===== config.mk =====
export PLATFORM = sky130hd
export DESIGN_NAME = dde_ctrl
export DESIGN_NICKNAME = d
export VERILOG_FILES = /design/src/design/dde_fifo.v /design/src/design/dde_ctrl.v
export VERILOG_INCLUDE_DIRS = /design/src /design/src/design
export SDC_FILE = /design/constraint.sdc
export NUM_CORES = 1
export LEC_CHECK = 0
export BUFFER_PORTS_ARGS = -buffer_cell sky130_fd_sc_hd__buf_4
export CORE_ASPECT_RATIO = 1.75
export CORE_UTILIZATION = 60
export DETAILED_ROUTE_END_ITERATION = 12
export PLACE_DENSITY = 0.82
export SETUP_SLACK_MARGIN = 0.15
export SYNTH_ARGS = -nofsm -noshare
export SYNTH_HDL_FRONTEND = slang
export SYNTH_HIERARCHICAL = 1
export SYNTH_SLANG_ARGS = --single-unit

===== constraint.sdc =====
create_clock -name i_clk -period 11.1 [get_ports i_clk]
set_input_delay 0 -clock i_clk [delete_from_list [all_inputs] [get_ports i_clk]]
set_output_delay 0 -clock i_clk [all_outputs]
set_load 0.05 [all_outputs]

===== src/design/dde_regs.vh =====
/*
  Register map, field positions, reset values and counts of the converter
  dither and event control block. Included by the control logic design file by bare name.
*/
`ifndef DDE_REGS_VH
`define DDE_REGS_VH

// register indices; byte address is four times the index
`define DDE_IDX_CTRLA 4'h0
`define DDE_IDX_CTRL2 4'h1
`define DDE_IDX_EVT_CTRL 4'h2
`define DDE_IDX_IRQ_CLR 4'h4
`define DDE_IDX_IRQ_SET 4'h5
`define DDE_IDX_INTFLAG 4'h6
`define DDE_IDX_STATUS 4'h7
`define DDE_IDX_DATA 4'h8
`define DDE_IDX_STAGE 4'h9

// main control fields
`define DDE_CTRLA_ENABLE 0
// second control fields
`define DDE_CTRL2_DITHER 0
`define DDE_CTRL2_LEFT_ALIGN 1
// event control fields
`define DDE_EV_START_IN_EN 0
`define DDE_EV_EMPTY_OUT_EN 1
`define DDE_EV_EDGE_INVERT 2
// interrupt enable and flag fields
`define DDE_IRQ_UNDERRUN 0
`define DDE_IRQ_EMPTY 1

// reset values
`define DDE_RST_CTRLA 1'h0
`define DDE_RST_CTRL2 2'h0
`define DDE_RST_EVT_CTRL 3'h0
`define DDE_RST_INTEN 2'h0
`define DDE_RST_FLAG 2'h0
`define DDE_RST_DATA 16'h0000

// dithering: sub-conversions per data value
`define DDE_DITHER_SUBS 16
`define DDE_CODE_MAX 10'h3ff

`endif


===== src/design/dde_fifo.v =====
/*
  Small flip-flop FIFO with valid/ready on both sides.
  Assumes one clock and an asynchronous active-high reset.
*/
`timescale 1ns/1ps
`default_nettype none
module dde_fifo #(
  parameter W = 16,
  parameter D = 4,
  parameter AW = 2
) (
  // clock and reset
  input wire i_clk,
  input wire i_rst,
  // filling side
  input wire i_in_valid,
  output wire o_in_ready,
  input wire [W-1:0] i_in_data,
  // draining side
  output wire o_out_valid,
  input wire i_out_ready,
  output wire [W-1:0] o_out_data
);

  reg [W-1:0] mem_ff [0:D-1];
  reg [AW-1:0] wr_ptr_ff;
  reg [AW-1:0] rd_ptr_ff;
  reg [AW:0] count_ff;
  wire push;
  wire pop;

  assign o_in_ready = (count_ff != D[AW:0]);
  assign o_out_valid = (count_ff != {(AW+1){1'b0}});
  assign o_out_data = mem_ff[rd_ptr_ff];
  assign push = i_in_valid & o_in_ready;
  assign pop = o_out_valid & i_out_ready;

  genvar g;
  generate
    for (g = 0; g < D; g = g + 1) begin : g_entry
      localparam [AW-1:0] SLOT = g;
      always @(posedge i_clk or posedge i_rst) begin
        if (i_rst) begin
          mem_ff[g] <= {W{1'b0}};
        end else if (push && wr_ptr_ff == SLOT) begin
          mem_ff[g] <= i_in_data;
        end
      end
    end
  endgenerate

  // pointers wrap naturally; depth is a power of two
  always @(posedge i_clk or posedge i_rst) begin
    if (i_rst) begin
      wr_ptr_ff <= {AW{1'b0}};
      rd_ptr_ff <= {AW{1'b0}};
      count_ff <= {(AW+1){1'b0}};
    end else begin
      if (push) begin
        wr_ptr_ff <= wr_ptr_ff + 1'b1;
      end
      if (pop) begin
        rd_ptr_ff <= rd_ptr_ff + 1'b1;
      end
      if (push && !pop) begin
        count_ff <= count_ff + 1'b1;
      end else if (pop && !push) begin
        count_ff <= count_ff - 1'b1;
      end
    end
  end

endmodule // dde_fifo
`default_nettype wire


===== src/design/dde_ctrl.v =====
/*
  Control logic of a 10-bit converter: data staging, dithering, left
  alignment, start-event input, buffer-empty event and interrupt enables,
  with an APB register slave. Assumes one 50 MHz clock, an asynchronous
  active-high reset and a start-event line from another domain.
*/
// Overview of operation
// - dither: sixteen sub-conversions, code or code plus one
// - dither: empty event once per sixteen sub-conversions
// - left alignment takes code and dither higher
// - invert bit picks rising or falling edge
// - empty event only while its enable set
// - start enable lets events load and convert
// - clear register disables enables, seen in set
// - writing zero to clear bits changes nothing
// - staging buffer and data form two-stage queue
// - event needing a load on empty staging flags underrun interrupt
// - dither value: code bits 13:4, dither 3:0
`timescale 1ns/1ps
`default_nettype none
`include "dde_regs.vh"
module dde_ctrl #(
  parameter FIFO_DEPTH = 4,
  parameter FIFO_AW = 2
) (
  // clock and reset
  input wire i_clk,
  input wire i_rst,
  // apb slave
  input wire i_psel,
  input wire i_penable,
  input wire i_pwrite,
  input wire [7:0] i_paddr,
  input wire [31:0] i_pwdata,
  output reg [31:0] o_prdata,
  output reg o_pready,
  output reg o_pslverr,
  // event system
  input wire i_start_evt,
  output reg o_empty_evt,
  // dma and interrupt
  output reg o_dma_req,
  output reg o_irq,
  // converter
  output reg [9:0] o_dac_code,
  output reg o_conv_start
);

  // control registers
  reg ctrla_en_ff;
  reg [1:0] ctrl2_ff;
  reg [2:0] evt_ctrl_ff;
  reg [1:0] inten_ff;
  reg [1:0] flag_ff;

  // data path state
  reg [15:0] stg_ff;
  reg stg_valid_ff;
  reg [15:0] data_ff;
  reg [3:0] sub_cnt_ff;
  reg was_empty_ff;

  // start-event synchroniser and edge history
  reg evt_meta_ff;
  reg evt_sync_ff;
  reg evt_prev_ff;

  // apb decode
  wire apb_acc;
  wire apb_done;
  wire [3:0] idx;
  wire aligned;
  wire wr_done;
  reg hit;
  reg [31:0] rdata;
  wire nxt_pready;
  wire stall;

  // fifo hookup
  wire fifo_in_valid;
  wire fifo_in_ready;
  wire fifo_out_valid;
  wire fifo_out_ready;
  wire [15:0] fifo_out_data;
  wire fifo_pop;

  // event and conversion terms
  wire dither_on;
  wire left_on;
  wire evt_rise;
  wire evt_fall;
  wire evt_edge;
  wire evt_take;
  wire need_load;
  wire underrun;
  wire load;
  wire conv;
  wire path_empty;
  wire empty_now;
  wire [15:0] use_data;
  reg [9:0] base_code;
  reg [3:0] dither_bits;
  reg [9:0] nxt_code;
  wire [1:0] flag_set;

  assign apb_acc = i_psel & i_penable;
  assign apb_done = apb_acc & o_pready;
  assign idx = i_paddr[5:2];
  assign aligned = (i_paddr[1:0] == 2'b00) && (i_paddr[7:6] == 2'b00);
  assign wr_done = apb_done & i_pwrite & hit;

  always @* begin
    hit = aligned;
    rdata = 32'h0000_0000;
    case (idx)
      `DDE_IDX_CTRLA: begin
        rdata[`DDE_CTRLA_ENABLE] = ctrla_en_ff;
      end
      `DDE_IDX_CTRL2: begin
        rdata[1:0] = ctrl2_ff;
      end
      `DDE_IDX_EVT_CTRL: begin
        rdata[2:0] = evt_ctrl_ff;
      end
      `DDE_IDX_IRQ_CLR, `DDE_IDX_IRQ_SET: begin
        rdata[1:0] = inten_ff;
      end
      `DDE_IDX_INTFLAG: begin
        rdata[1:0] = flag_ff;
      end
      `DDE_IDX_STATUS: begin
        rdata[7:0] = {sub_cnt_ff, 2'b00, fifo_out_valid, stg_valid_ff};
      end
      `DDE_IDX_DATA: begin
        rdata[15:0] = data_ff;
      end
      `DDE_IDX_STAGE: begin
        rdata[15:0] = stg_ff;
      end
      default: begin
        hit = 1'b0;
      end
    endcase
  end

  // a write into a full queue is held off, so the source really stalls
  assign stall = i_pwrite & hit & (idx == `DDE_IDX_STAGE) & ~fifo_in_ready;
  assign nxt_pready = apb_acc & ~o_pready & ~stall;

  always @(posedge i_clk or posedge i_rst) begin
    if (i_rst) begin
      o_pready <= 1'b0;
      o_prdata <= 32'h0000_0000;
      o_pslverr <= 1'b0;
    end else begin
      o_pready <= nxt_pready;
      if (nxt_pready) begin
        o_prdata <= i_pwrite ? 32'h0000_0000 : (hit ? rdata : 32'h0000_0000);
        o_pslverr <= ~hit;
      end else begin
        o_pslverr <= 1'b0;
      end
    end
  end

  // control register writes
  always @(posedge i_clk or posedge i_rst) begin
    if (i_rst) begin
      ctrla_en_ff <= `DDE_RST_CTRLA;
      ctrl2_ff <= `DDE_RST_CTRL2;
      evt_ctrl_ff <= `DDE_RST_EVT_CTRL;
    end else if (wr_done) begin
      if (idx == `DDE_IDX_CTRLA) begin
        ctrla_en_ff <= i_pwdata[`DDE_CTRLA_ENABLE];
      end
      if (idx == `DDE_IDX_CTRL2) begin
        ctrl2_ff <= i_pwdata[1:0];
      end
      if (idx == `DDE_IDX_EVT_CTRL) begin
        evt_ctrl_ff <= i_pwdata[2:0];
      end
    end
  end

  // one enable store behind both the set and clear addresses
  always @(posedge i_clk or posedge i_rst) begin
    if (i_rst) begin
      inten_ff <= `DDE_RST_INTEN;
    end else if (wr_done && idx == `DDE_IDX_IRQ_CLR) begin
      inten_ff <= inten_ff & ~i_pwdata[1:0];
    end else if (wr_done && idx == `DDE_IDX_IRQ_SET) begin
      inten_ff <= inten_ff | i_pwdata[1:0];
    end
  end

  // staging queue feeding the staging buffer
  assign fifo_in_valid = wr_done & (idx == `DDE_IDX_STAGE);
  assign fifo_out_ready = ~stg_valid_ff;
  assign fifo_pop = fifo_out_valid & fifo_out_ready;

  dde_fifo #(
    .W(16),
    .D(FIFO_DEPTH),
    .AW(FIFO_AW)
  ) u_fifo (
    .i_clk(i_clk),
    .i_rst(i_rst),
    .i_in_valid(fifo_in_valid),
    .o_in_ready(fifo_in_ready),
    .i_in_data(i_pwdata[15:0]),
    .o_out_valid(fifo_out_valid),
    .i_out_ready(fifo_out_ready),
    .o_out_data(fifo_out_data)
  );

  // start event: two flip-flops, then edge history
  always @(posedge i_clk or posedge i_rst) begin
    if (i_rst) begin
      evt_meta_ff <= 1'b0;
      evt_sync_ff <= 1'b0;
      evt_prev_ff <= 1'b0;
    end else begin
      evt_meta_ff <= i_start_evt;
      evt_sync_ff <= evt_meta_ff;
      evt_prev_ff <= evt_sync_ff;
    end
  end

  assign evt_rise = evt_sync_ff & ~evt_prev_ff;
  assign evt_fall = ~evt_sync_ff & evt_prev_ff;
  assign evt_edge = evt_ctrl_ff[`DDE_EV_EDGE_INVERT] ? evt_fall : evt_rise;
  assign evt_take = evt_edge & evt_ctrl_ff[`DDE_EV_START_IN_EN] & ctrla_en_ff;

  assign dither_on = ctrl2_ff[`DDE_CTRL2_DITHER];
  assign left_on = ctrl2_ff[`DDE_CTRL2_LEFT_ALIGN];

  // in dither mode only the first of sixteen events pulls new data
  assign need_load = ~dither_on | (sub_cnt_ff == 4'h0);
  assign underrun = evt_take & need_load & ~stg_valid_ff;
  assign load = evt_take & need_load & stg_valid_ff;
  // on underrun no conversion starts; the old code stays on the output
  assign conv = evt_take & ~underrun;
  assign use_data = load ? stg_ff : data_ff;

  always @* begin
    base_code = 10'h000;
    dither_bits = 4'h0;
    if (dither_on) begin
      if (left_on) begin
        base_code = use_data[15:6];
        dither_bits = use_data[5:2];
      end else begin
        base_code = use_data[13:4];
        dither_bits = use_data[3:0];
      end
    end else begin
      base_code = left_on ? use_data[15:6] : use_data[9:0];
    end
    // code plus one, below the maximum code, for the first dither_bits sub-conversions of sixteen
    if (dither_on && (sub_cnt_ff < dither_bits) && (base_code != `DDE_CODE_MAX)) begin
      nxt_code = base_code + 10'h001;
    end else begin
      nxt_code = base_code;
    end
  end

  // staging buffer and conversion register
  always @(posedge i_clk or posedge i_rst) begin
    if (i_rst) begin
      stg_ff <= `DDE_RST_DATA;
      stg_valid_ff <= 1'b0;
      data_ff <= `DDE_RST_DATA;
    end else begin
      if (fifo_pop) begin
        stg_ff <= fifo_out_data;
        stg_valid_ff <= 1'b1;
      end else if (load) begin
        stg_valid_ff <= 1'b0;
      end
      if (load) begin
        data_ff <= stg_ff;
      end
    end
  end

  // sub-conversion counter wraps after sixteen conversions
  always @(posedge i_clk or posedge i_rst) begin
    if (i_rst) begin
      sub_cnt_ff <= 4'h0;
    end else if (!dither_on) begin
      sub_cnt_ff <= 4'h0;
    end else if (conv) begin
      sub_cnt_ff <= sub_cnt_ff + 4'h1;
    end
  end

  always @(posedge i_clk or posedge i_rst) begin
    if (i_rst) begin
      o_dac_code <= 10'h000;
      o_conv_start <= 1'b0;
    end else begin
      o_conv_start <= conv;
      if (conv) begin
        o_dac_code <= nxt_code;
      end
    end
  end

  // empty means nothing left queued or staged for the next load
  assign path_empty = ~stg_valid_ff & ~fifo_out_valid;
  assign empty_now = path_empty & ~was_empty_ff;

  always @(posedge i_clk or posedge i_rst) begin
    if (i_rst) begin
      was_empty_ff <= 1'b1;
      o_empty_evt <= 1'b0;
      o_dma_req <= 1'b0;
    end else begin
      was_empty_ff <= path_empty;
      o_empty_evt <= empty_now & evt_ctrl_ff[`DDE_EV_EMPTY_OUT_EN];
      o_dma_req <= path_empty & ctrla_en_ff;
    end
  end

  // sticky flags; a new event beats a clear in the same cycle
  assign flag_set = {empty_now, underrun};

  always @(posedge i_clk or posedge i_rst) begin
    if (i_rst) begin
      flag_ff <= `DDE_RST_FLAG;
    end else if (wr_done && idx == `DDE_IDX_INTFLAG) begin
      flag_ff <= (flag_ff & ~i_pwdata[1:0]) | flag_set;
    end else begin
      flag_ff <= flag_ff | flag_set;
    end
  end

  always @(posedge i_clk or posedge i_rst) begin
    if (i_rst) begin
      o_irq <= 1'b0;
    end else begin
      o_irq <= |(flag_ff & inten_ff);
    end
  end

endmodule // dde_ctrl
`default_nettype wire


After elaboration in Yosys (flattened, before gate mapping)

Cells that the tools add are included.

Add/sub/neg operators: 6
Magnitude comparators: 2
Equal/unequal tests: 14
Multiplexer cells: 29
Bitwise operators: 44
Reduce and logical (&&, ||, !) cells: 29

Operators by type and width:

| operator              | number |
|---|---|
| $mux 16               | 5 |
| $mux 10               | 4 |
| $bmux 16 s2           | 1 |
| $and 1x1->1           | 24 |
| $eq 4x3->1 const B    | 4 |
| $mux 4                | 4 |
| $pmux 8 s2            | 1 |
| $pmux 5 s3            | 1 |
| $logic_and 1x1->1     | 12 |
| $not 1->1             | 11 |
| $add 10x1->10 const B | 1 |
| $ne 10x10->1 const B  | 1 |
| $reduce_or 9->1       | 1 |
| $eq 4x4->1 const B    | 2 |
| $logic_not 4->1       | 2 |
| $pmux 1 s8            | 1 |
| $pmux 1 s7            | 1 |
| $and 2x2->2           | 3 |
| $logic_not 2->1       | 3 |
| $mux 2                | 3 |
| $mux 3                | 2 |
| $or 2x2->2            | 3 |
| $reduce_and 2->1      | 3 |
| $reduce_bool 2->1     | 3 |
| other kinds (20)      | 28 |

Flip-flop bits (word level): 170
Output and inout bits: 48
Word-level logic and storage cells: 152

Longest topological paths before layout

Word-level depth: 14
Gate-level depth with buffers: 17
Mapped depth without buffers: 15

Hierarchy

The synthesis kept the hierarchy.

By module, submodules not included:

| module   | instances | cells each | area each (µm²) |
|---|---|---|---|
| dde_ctrl | 1         | 449        | 4615.7 |
| dde_fifo | 1         | 192        | 3190.6 |

Worst setup path before layout

OpenSTA, ideal clock, no wires.

Kind: reg2reg
Start point: register sub_cnt_ff[0]
End point: register o_dac_code[7]
Setup time: 141 ps
Arrival time: 4362 ps
Path slack: 6597 ps
Cell stages (with the launch flop): 18
Period minus slack after synthesis: 4503 ps
Cells stage by stage: dfrtp_1 -> inv_1 -> ha_1 -> or3b_1 -> a221oi_4 -> buf_6 -> clkbuf_1 -> mux2_2 -> mux2_2 -> nand2_1 -> ha_1 -> a21o_1 -> a21oi_1 -> and2_1 -> a31oi_1 -> or4_4 -> o41ai_1 -> a31oi_1

Word-level cells in the longest chain between the ends: 11
Elaborated cells on any way between the ends: 19
Those cells by class: 1 x add/sub; 1 x order compare; 1 x eq/ne; 7 x mux; 6 x bitwise; 3 x reduce/logical

RTL lines:

| item                                                                  | RTL line       | source |
|---|---|---|
| from (decl)                                                           | dde_ctrl.v:60  | `reg [3:0] sub_cnt_ff;` |
| from (signal assigned)                                                | dde_ctrl.v:293 | `sub_cnt_ff <= sub_cnt_ff + 4'h1;` |
| $logic_not 4->1 *                                                     | dde_ctrl.v:238 | `assign need_load = ~dither_on \| (sub_cnt_ff == 4'h0);` |
| $or 1x1->1 *                                                          | dde_ctrl.v:238 |  |
| $and 1x1->1 * (2 in a row)                                            | dde_ctrl.v:240 | `assign load = evt_take & need_load & stg_valid_ff;` |
| $mux 16 *                                                             | n/a            |  |
| named net use_data[2]                                                 | dde_ctrl.v:100 | `wire [15:0] use_data;` |
| parallel branches: the longest is 5 deep, another holds $add 10x1->10 | n/a            |  |
| $mux 10 *                                                             | dde_ctrl.v:260 | `` if (dither_on && (sub_cnt_ff < dither_bits) && (base_code != `DDE_CODE_MAX)) begin `` |
| to (signal assigned)                                                  | dde_ctrl.v:304 | `o_dac_code <= nxt_code;` |
| to (decl)                                                             | dde_ctrl.v:45  | `output reg [9:0] o_dac_code,` |

Mark *: on every way through the listed nets, which the timed path passes.
A chain may end at the register's enable or synchronous reset.

Final worst setup path

Same ends and word-level chain as after synthesis.

==> summary.json <==
{
  "outcome": {
    "status": "completed"
  },
  "die": {
    "io_pins": 94,
    "initial_core_utilization_pct": 62.12,
    "floorplan.die.width_um": 88.23,
    "die_h_um": 152.9,
    "die-area_um2": 13490,
    "design.core.area_um2": 12570,
    "floorplan.rows": 54
  },
  "global_route": {
    "grt_pass1_wl_um": 29520,
    "grt_pass1_vias": 5845,
    "largest_net_degree_at_the_start_of_global_routing": 84,
    "grtUsageTotal_pct": 28.93,
    "antenna_found_initial": 0,
    "globalRouteOverflowTotal": 0
  },
  "finish": {
    "most_frequent_cells_in_the_layout": "sky130_fd_sc_hd__dfrtp_1 (153), sky130_fd_sc_hd__mux2_2 (105), sky130_fd_sc_hd__buf_4 (67)",
    "antenna_cells_inserted": 0,
    "syn_to_final_growth_pct": 17.70,
    "drive_above_1_share_pct": 33.51,
    "final_common_cell": "sky130_fd_sc_hd__dfrtp_1",
    "finalCoreUtilization_pct": 73.11,
    "finish.net_count": 778
  },
  "power_and_ir_drop": {
    "power.leakage_nw": 4.245,
    "ir_worst_vdd_uv": 117.6,
    "combPwrFrac_pct": 4.2,
    "powerDensity_nw_per_um2": 137.0,
    "power.net_switching_mw": 0.2729,
    "clock_power_share_pct": 51.0,
    "net_sw_share_pct": 21.68,
    "cellInternalPower_mw": 0.9860,
    "seqPwrFrac_pct": 44.7
  },
  "routing": {
    "routed_wire_length_um": 18040,
    "drt_iter0_drc": 345,
    "detailroute.via_count": 5500,
    "drt_pass1_iterations": 5,
    "detail-route-antenna-nets": 0,
    "routed_wire_length_per_instance_um": 20.00,
    "post_route_drc": 0,
    "vias_per_cell": 6.098
  },
  "yosys": {
    "synth_cell_types": 72,
    "share_of_async_settable_or_async_resettable_flops_after_synthesis_pct": 100.0,
    "netlist_instances": 641,
    "synthesis.area_per_instance_um2": 12.18,
    "synth_warnings": 6,
    "synth_area_um2": 7806,
    "yosysSeqAreaShare_pct": 49.38,
    "synth_edf_count": 0,
    "ys_seq_elements": 154,
    "postSynth.topFlopCell": "sky130_fd_sc_hd__dfrtp_1"
  },
  "clock_network": {
    "clk_pin_slew_worst_paths_ns": 0.07,
    "cts_tree": "done",
    "total_number_of_h_tree_levels": 4,
    "cts.sink_count": 154,
    "cts_buffers": 17,
    "cts_resized": 0,
    "clockRootBuffer": "sky130_fd_sc_hd__clkbuf_16",
    "cts_max_path_buffers": 2,
    "clock_latency_ns": 0.42
  },
  "place": {
    "hpwl_um": 12590,
    "routabilityCongestion": 0.9106,
    "io_buffers": 61
  },
  "setup_path": {
    "standard_cell_with_the_maximum_stage_delay_on_the_critical_path": "sky130_fd_sc_hd__or4_4",
    "crit_buf_inv": 1,
    "setup.worst_path.end_class": "flip-flop",
    "worstRegToRegCells": 15,
    "worst_path_largest_cell_delay_ns": 0.63,
    "worst_r2r_endpoint": "o_dac_code[7]",
    "critPathMaxFanout": 9,
    "critical_path_arrival_ns": 4.86,
    "critPathLaunchType": "flip-flop",
    "critPathRequiredTime_ns": 11.38,
    "timing_worst_setup_path_type": "reg2reg",
    "chain_of_cells_forming_the_critical_path": "inv_1, ha_1, or3b_1, a221oi_4, mux2_2, mux2_2, nand2_1, ha_1, a21o_1, a21oi_1, and2_1, a31oi_1, or4_4, o41ai_1, a31oi_1",
    "path_delay_family": "compound AO/OA/AOI/OAI gates",
    "worst-r2r-setup-slack_ns": 6.52,
    "worst_r2r_startpoint": "sub_cnt_ff[0]"
  },
  "min_path": {
    "hold_path.startpoint": "i_pwrite",
    "hold_path.class": "in2reg",
    "whs_endpoint": "o_prdata[5]",
    "hold_depth": 4
  },
  "sta": {
    "clock.fmax_mhz": 218.4,
    "setup_repair_after_global_routing_missed_its_margin": "false",
    "setup_violations": 0,
    "fin_skew_ns": 0.01281,
    "period_utilization_pct": 41.25,
    "timing_worst_slew_pin_value_ns": 1.173,
    "final.setup.tns_ns": 0,
    "report.final.slew_viol_count": 0,
    "timing.final.hold_violations": 0,
    "slew_headroom_pct": 21.48,
    "layout_min_cycle_time_ns": 4.579
  },
  "flow_run": {
    "cap_violations": 0
  }
}
## per-layer routing
metal / routed length, µm / vias up / part of all wire (%) / global-route usage [%]
li1: - / 2470 / - / -
met1: 6658 / 2776 / 37 / 32.99
met2: 9734 / 186 / 54 / 48.94
met3: 618 / 68 / 3.4 / 4.374
met4: 1028 / 0 / 5.7 / 19.12
met5: 0 / - / 0 / 0
## final cells by class
class                   instances  area (µm²)
fillers                       833        3379
multi-input cells             434        3633
well taps                     168       210.2
repair buffers                 91       743.2
flip-flops and latches        154        3855
inverters                      23       87.58
clock buffers                  19       442.9
clock inverters                13       215.2
## metrics by stage
stage	cell area [µm²]	power, mW	hold WS, ns	setup WS [ns]	instances
final	9188	1.259	0.01778	6.521	902
after global routing	9188	1.296	0.04598	6.273	902
after CTS	9188	1.265	0.006751	6.549	902
after detailed placement	8289	0.6205	0.1204	6.564	846
after global placement	8289	0.6190	0.1225	6.607	846
after floorplan	7863	0.6073	0.03143	6.597	656
## what timing repair did
| action | in CTS | in global routing |
|---|---|---|
| endpoints found under the hold margin | 229 | 0 |
| setup endpoints to repair | 0 | 0 |
| hold buffers | 24 | 0 |
| buffers inserted | 0 | 0 |
## registers in the layout, summed over array words and instances (netlist names), 2 cells and up, named ones only
name,flops
u_fifo/mem_ff,64
evt_ctrl_ff,3
sub_cnt_ff,4
stg_ff,16
o_prdata,16
o_dac_code,10
data_ff,16
u_fifo/wr_ptr_ff,2
ctrl2_ff,2
u_fifo/rd_ptr_ff,2
u_fifo/count_ff,3
flag_ff,2
## how the worst max path moves through the flow
stage / startpoint / endpoint / cells past startpoint
after floorplan: sub_cnt_ff[0] / o_dac_code[7] / 17
after global placement: sub_cnt_ff[0] / o_dac_code[7] / 15
after detailed placement: sub_cnt_ff[0] / o_dac_code[7] / 15
after CTS: sub_cnt_ff[0] / o_dac_code[7] / 15
after global routing: sub_cnt_ff[0] / o_dac_code[7] / 14
final: sub_cnt_ff[0] / o_dac_code[7] / 15
## worst register-to-register path, stage by stage (launching register included)
cell	delay, ns
sky130_fd_sc_hd__dfrtp_1	0.42
sky130_fd_sc_hd__inv_1	0.13
sky130_fd_sc_hd__ha_1	0.17
sky130_fd_sc_hd__or3b_1	0.41
sky130_fd_sc_hd__a221oi_4	0.55
sky130_fd_sc_hd__mux2_2	0.41
sky130_fd_sc_hd__mux2_2	0.27
sky130_fd_sc_hd__nand2_1	0.07
sky130_fd_sc_hd__ha_1	0.26
sky130_fd_sc_hd__a21o_1	0.17
sky130_fd_sc_hd__a21oi_1	0.17
sky130_fd_sc_hd__and2_1	0.14
sky130_fd_sc_hd__a31oi_1	0.11
sky130_fd_sc_hd__or4_4	0.63
sky130_fd_sc_hd__o41ai_1	0.40
sky130_fd_sc_hd__a31oi_1	0.13
## cell usage after synthesis (8+ instances only)
cell / number / area, µm²
sky130_fd_sc_hd__dfrtp_1: 153 / 3829
sky130_fd_sc_hd__nor3_1: 12 / 60.06
sky130_fd_sc_hd__mux4_2: 17 / 382.9
sky130_fd_sc_hd__nor2b_1: 10 / 62.56
sky130_fd_sc_hd__mux2_2: 105 / 1182
sky130_fd_sc_hd__clkbuf_1: 17 / 63.81
sky130_fd_sc_hd__ha_1: 10 / 125.1
sky130_fd_sc_hd__nand2_1: 50 / 187.7
sky130_fd_sc_hd__buf_4: 17 / 127.6
sky130_fd_sc_hd__nor2_1: 17 / 63.81
sky130_fd_sc_hd__nand2b_1: 9 / 56.30
sky130_fd_sc_hd__o31ai_1: 9 / 67.56
sky130_fd_sc_hd__a22o_1: 10 / 87.58
sky130_fd_sc_hd__mux2i_1: 18 / 180.2
sky130_fd_sc_hd__a22oi_1: 12 / 90.09
sky130_fd_sc_hd__o21ai_0: 18 / 90.09
sky130_fd_sc_hd__nand3_1: 9 / 45.04
sky130_fd_sc_hd__inv_1: 22 / 82.58
sky130_fd_sc_hd__and2_1: 8 / 50.05
sky130_fd_sc_hd__a21oi_1: 14 / 70.07
## cells by family (layout without fill, tap and decap cells)
logic type | Yosys count | after routing | share of synthesized area (%)
AOI/OAI and AO/OA | 109 | 109 | 10.15
and+or+nand+nor | 148 | 148 | 10.07
other | 1 | 16 | 0.04804
buffers and inverters | 68 | 146 | 4.792
DFF | 154 | 154 | 49.38
adders and majority gates | 11 | 11 | 1.859
muxes | 141 | 141 | 22.70
xor gates and xnor gates | 9 | 9 | 1.010
## power by group through the flow
stage	sequential [mW]	combinational [mW]	clock, mW
after CTS	0.563	0.0533	0.649
after detailed placement	0.574	0.0469	0
after floorplan	0.575	0.0323	0
after global routing	0.563	0.0580	0.675
final	0.563	0.0530	0.643
after global placement	0.574	0.0454	0
Power figures use the tool's default switching activity.
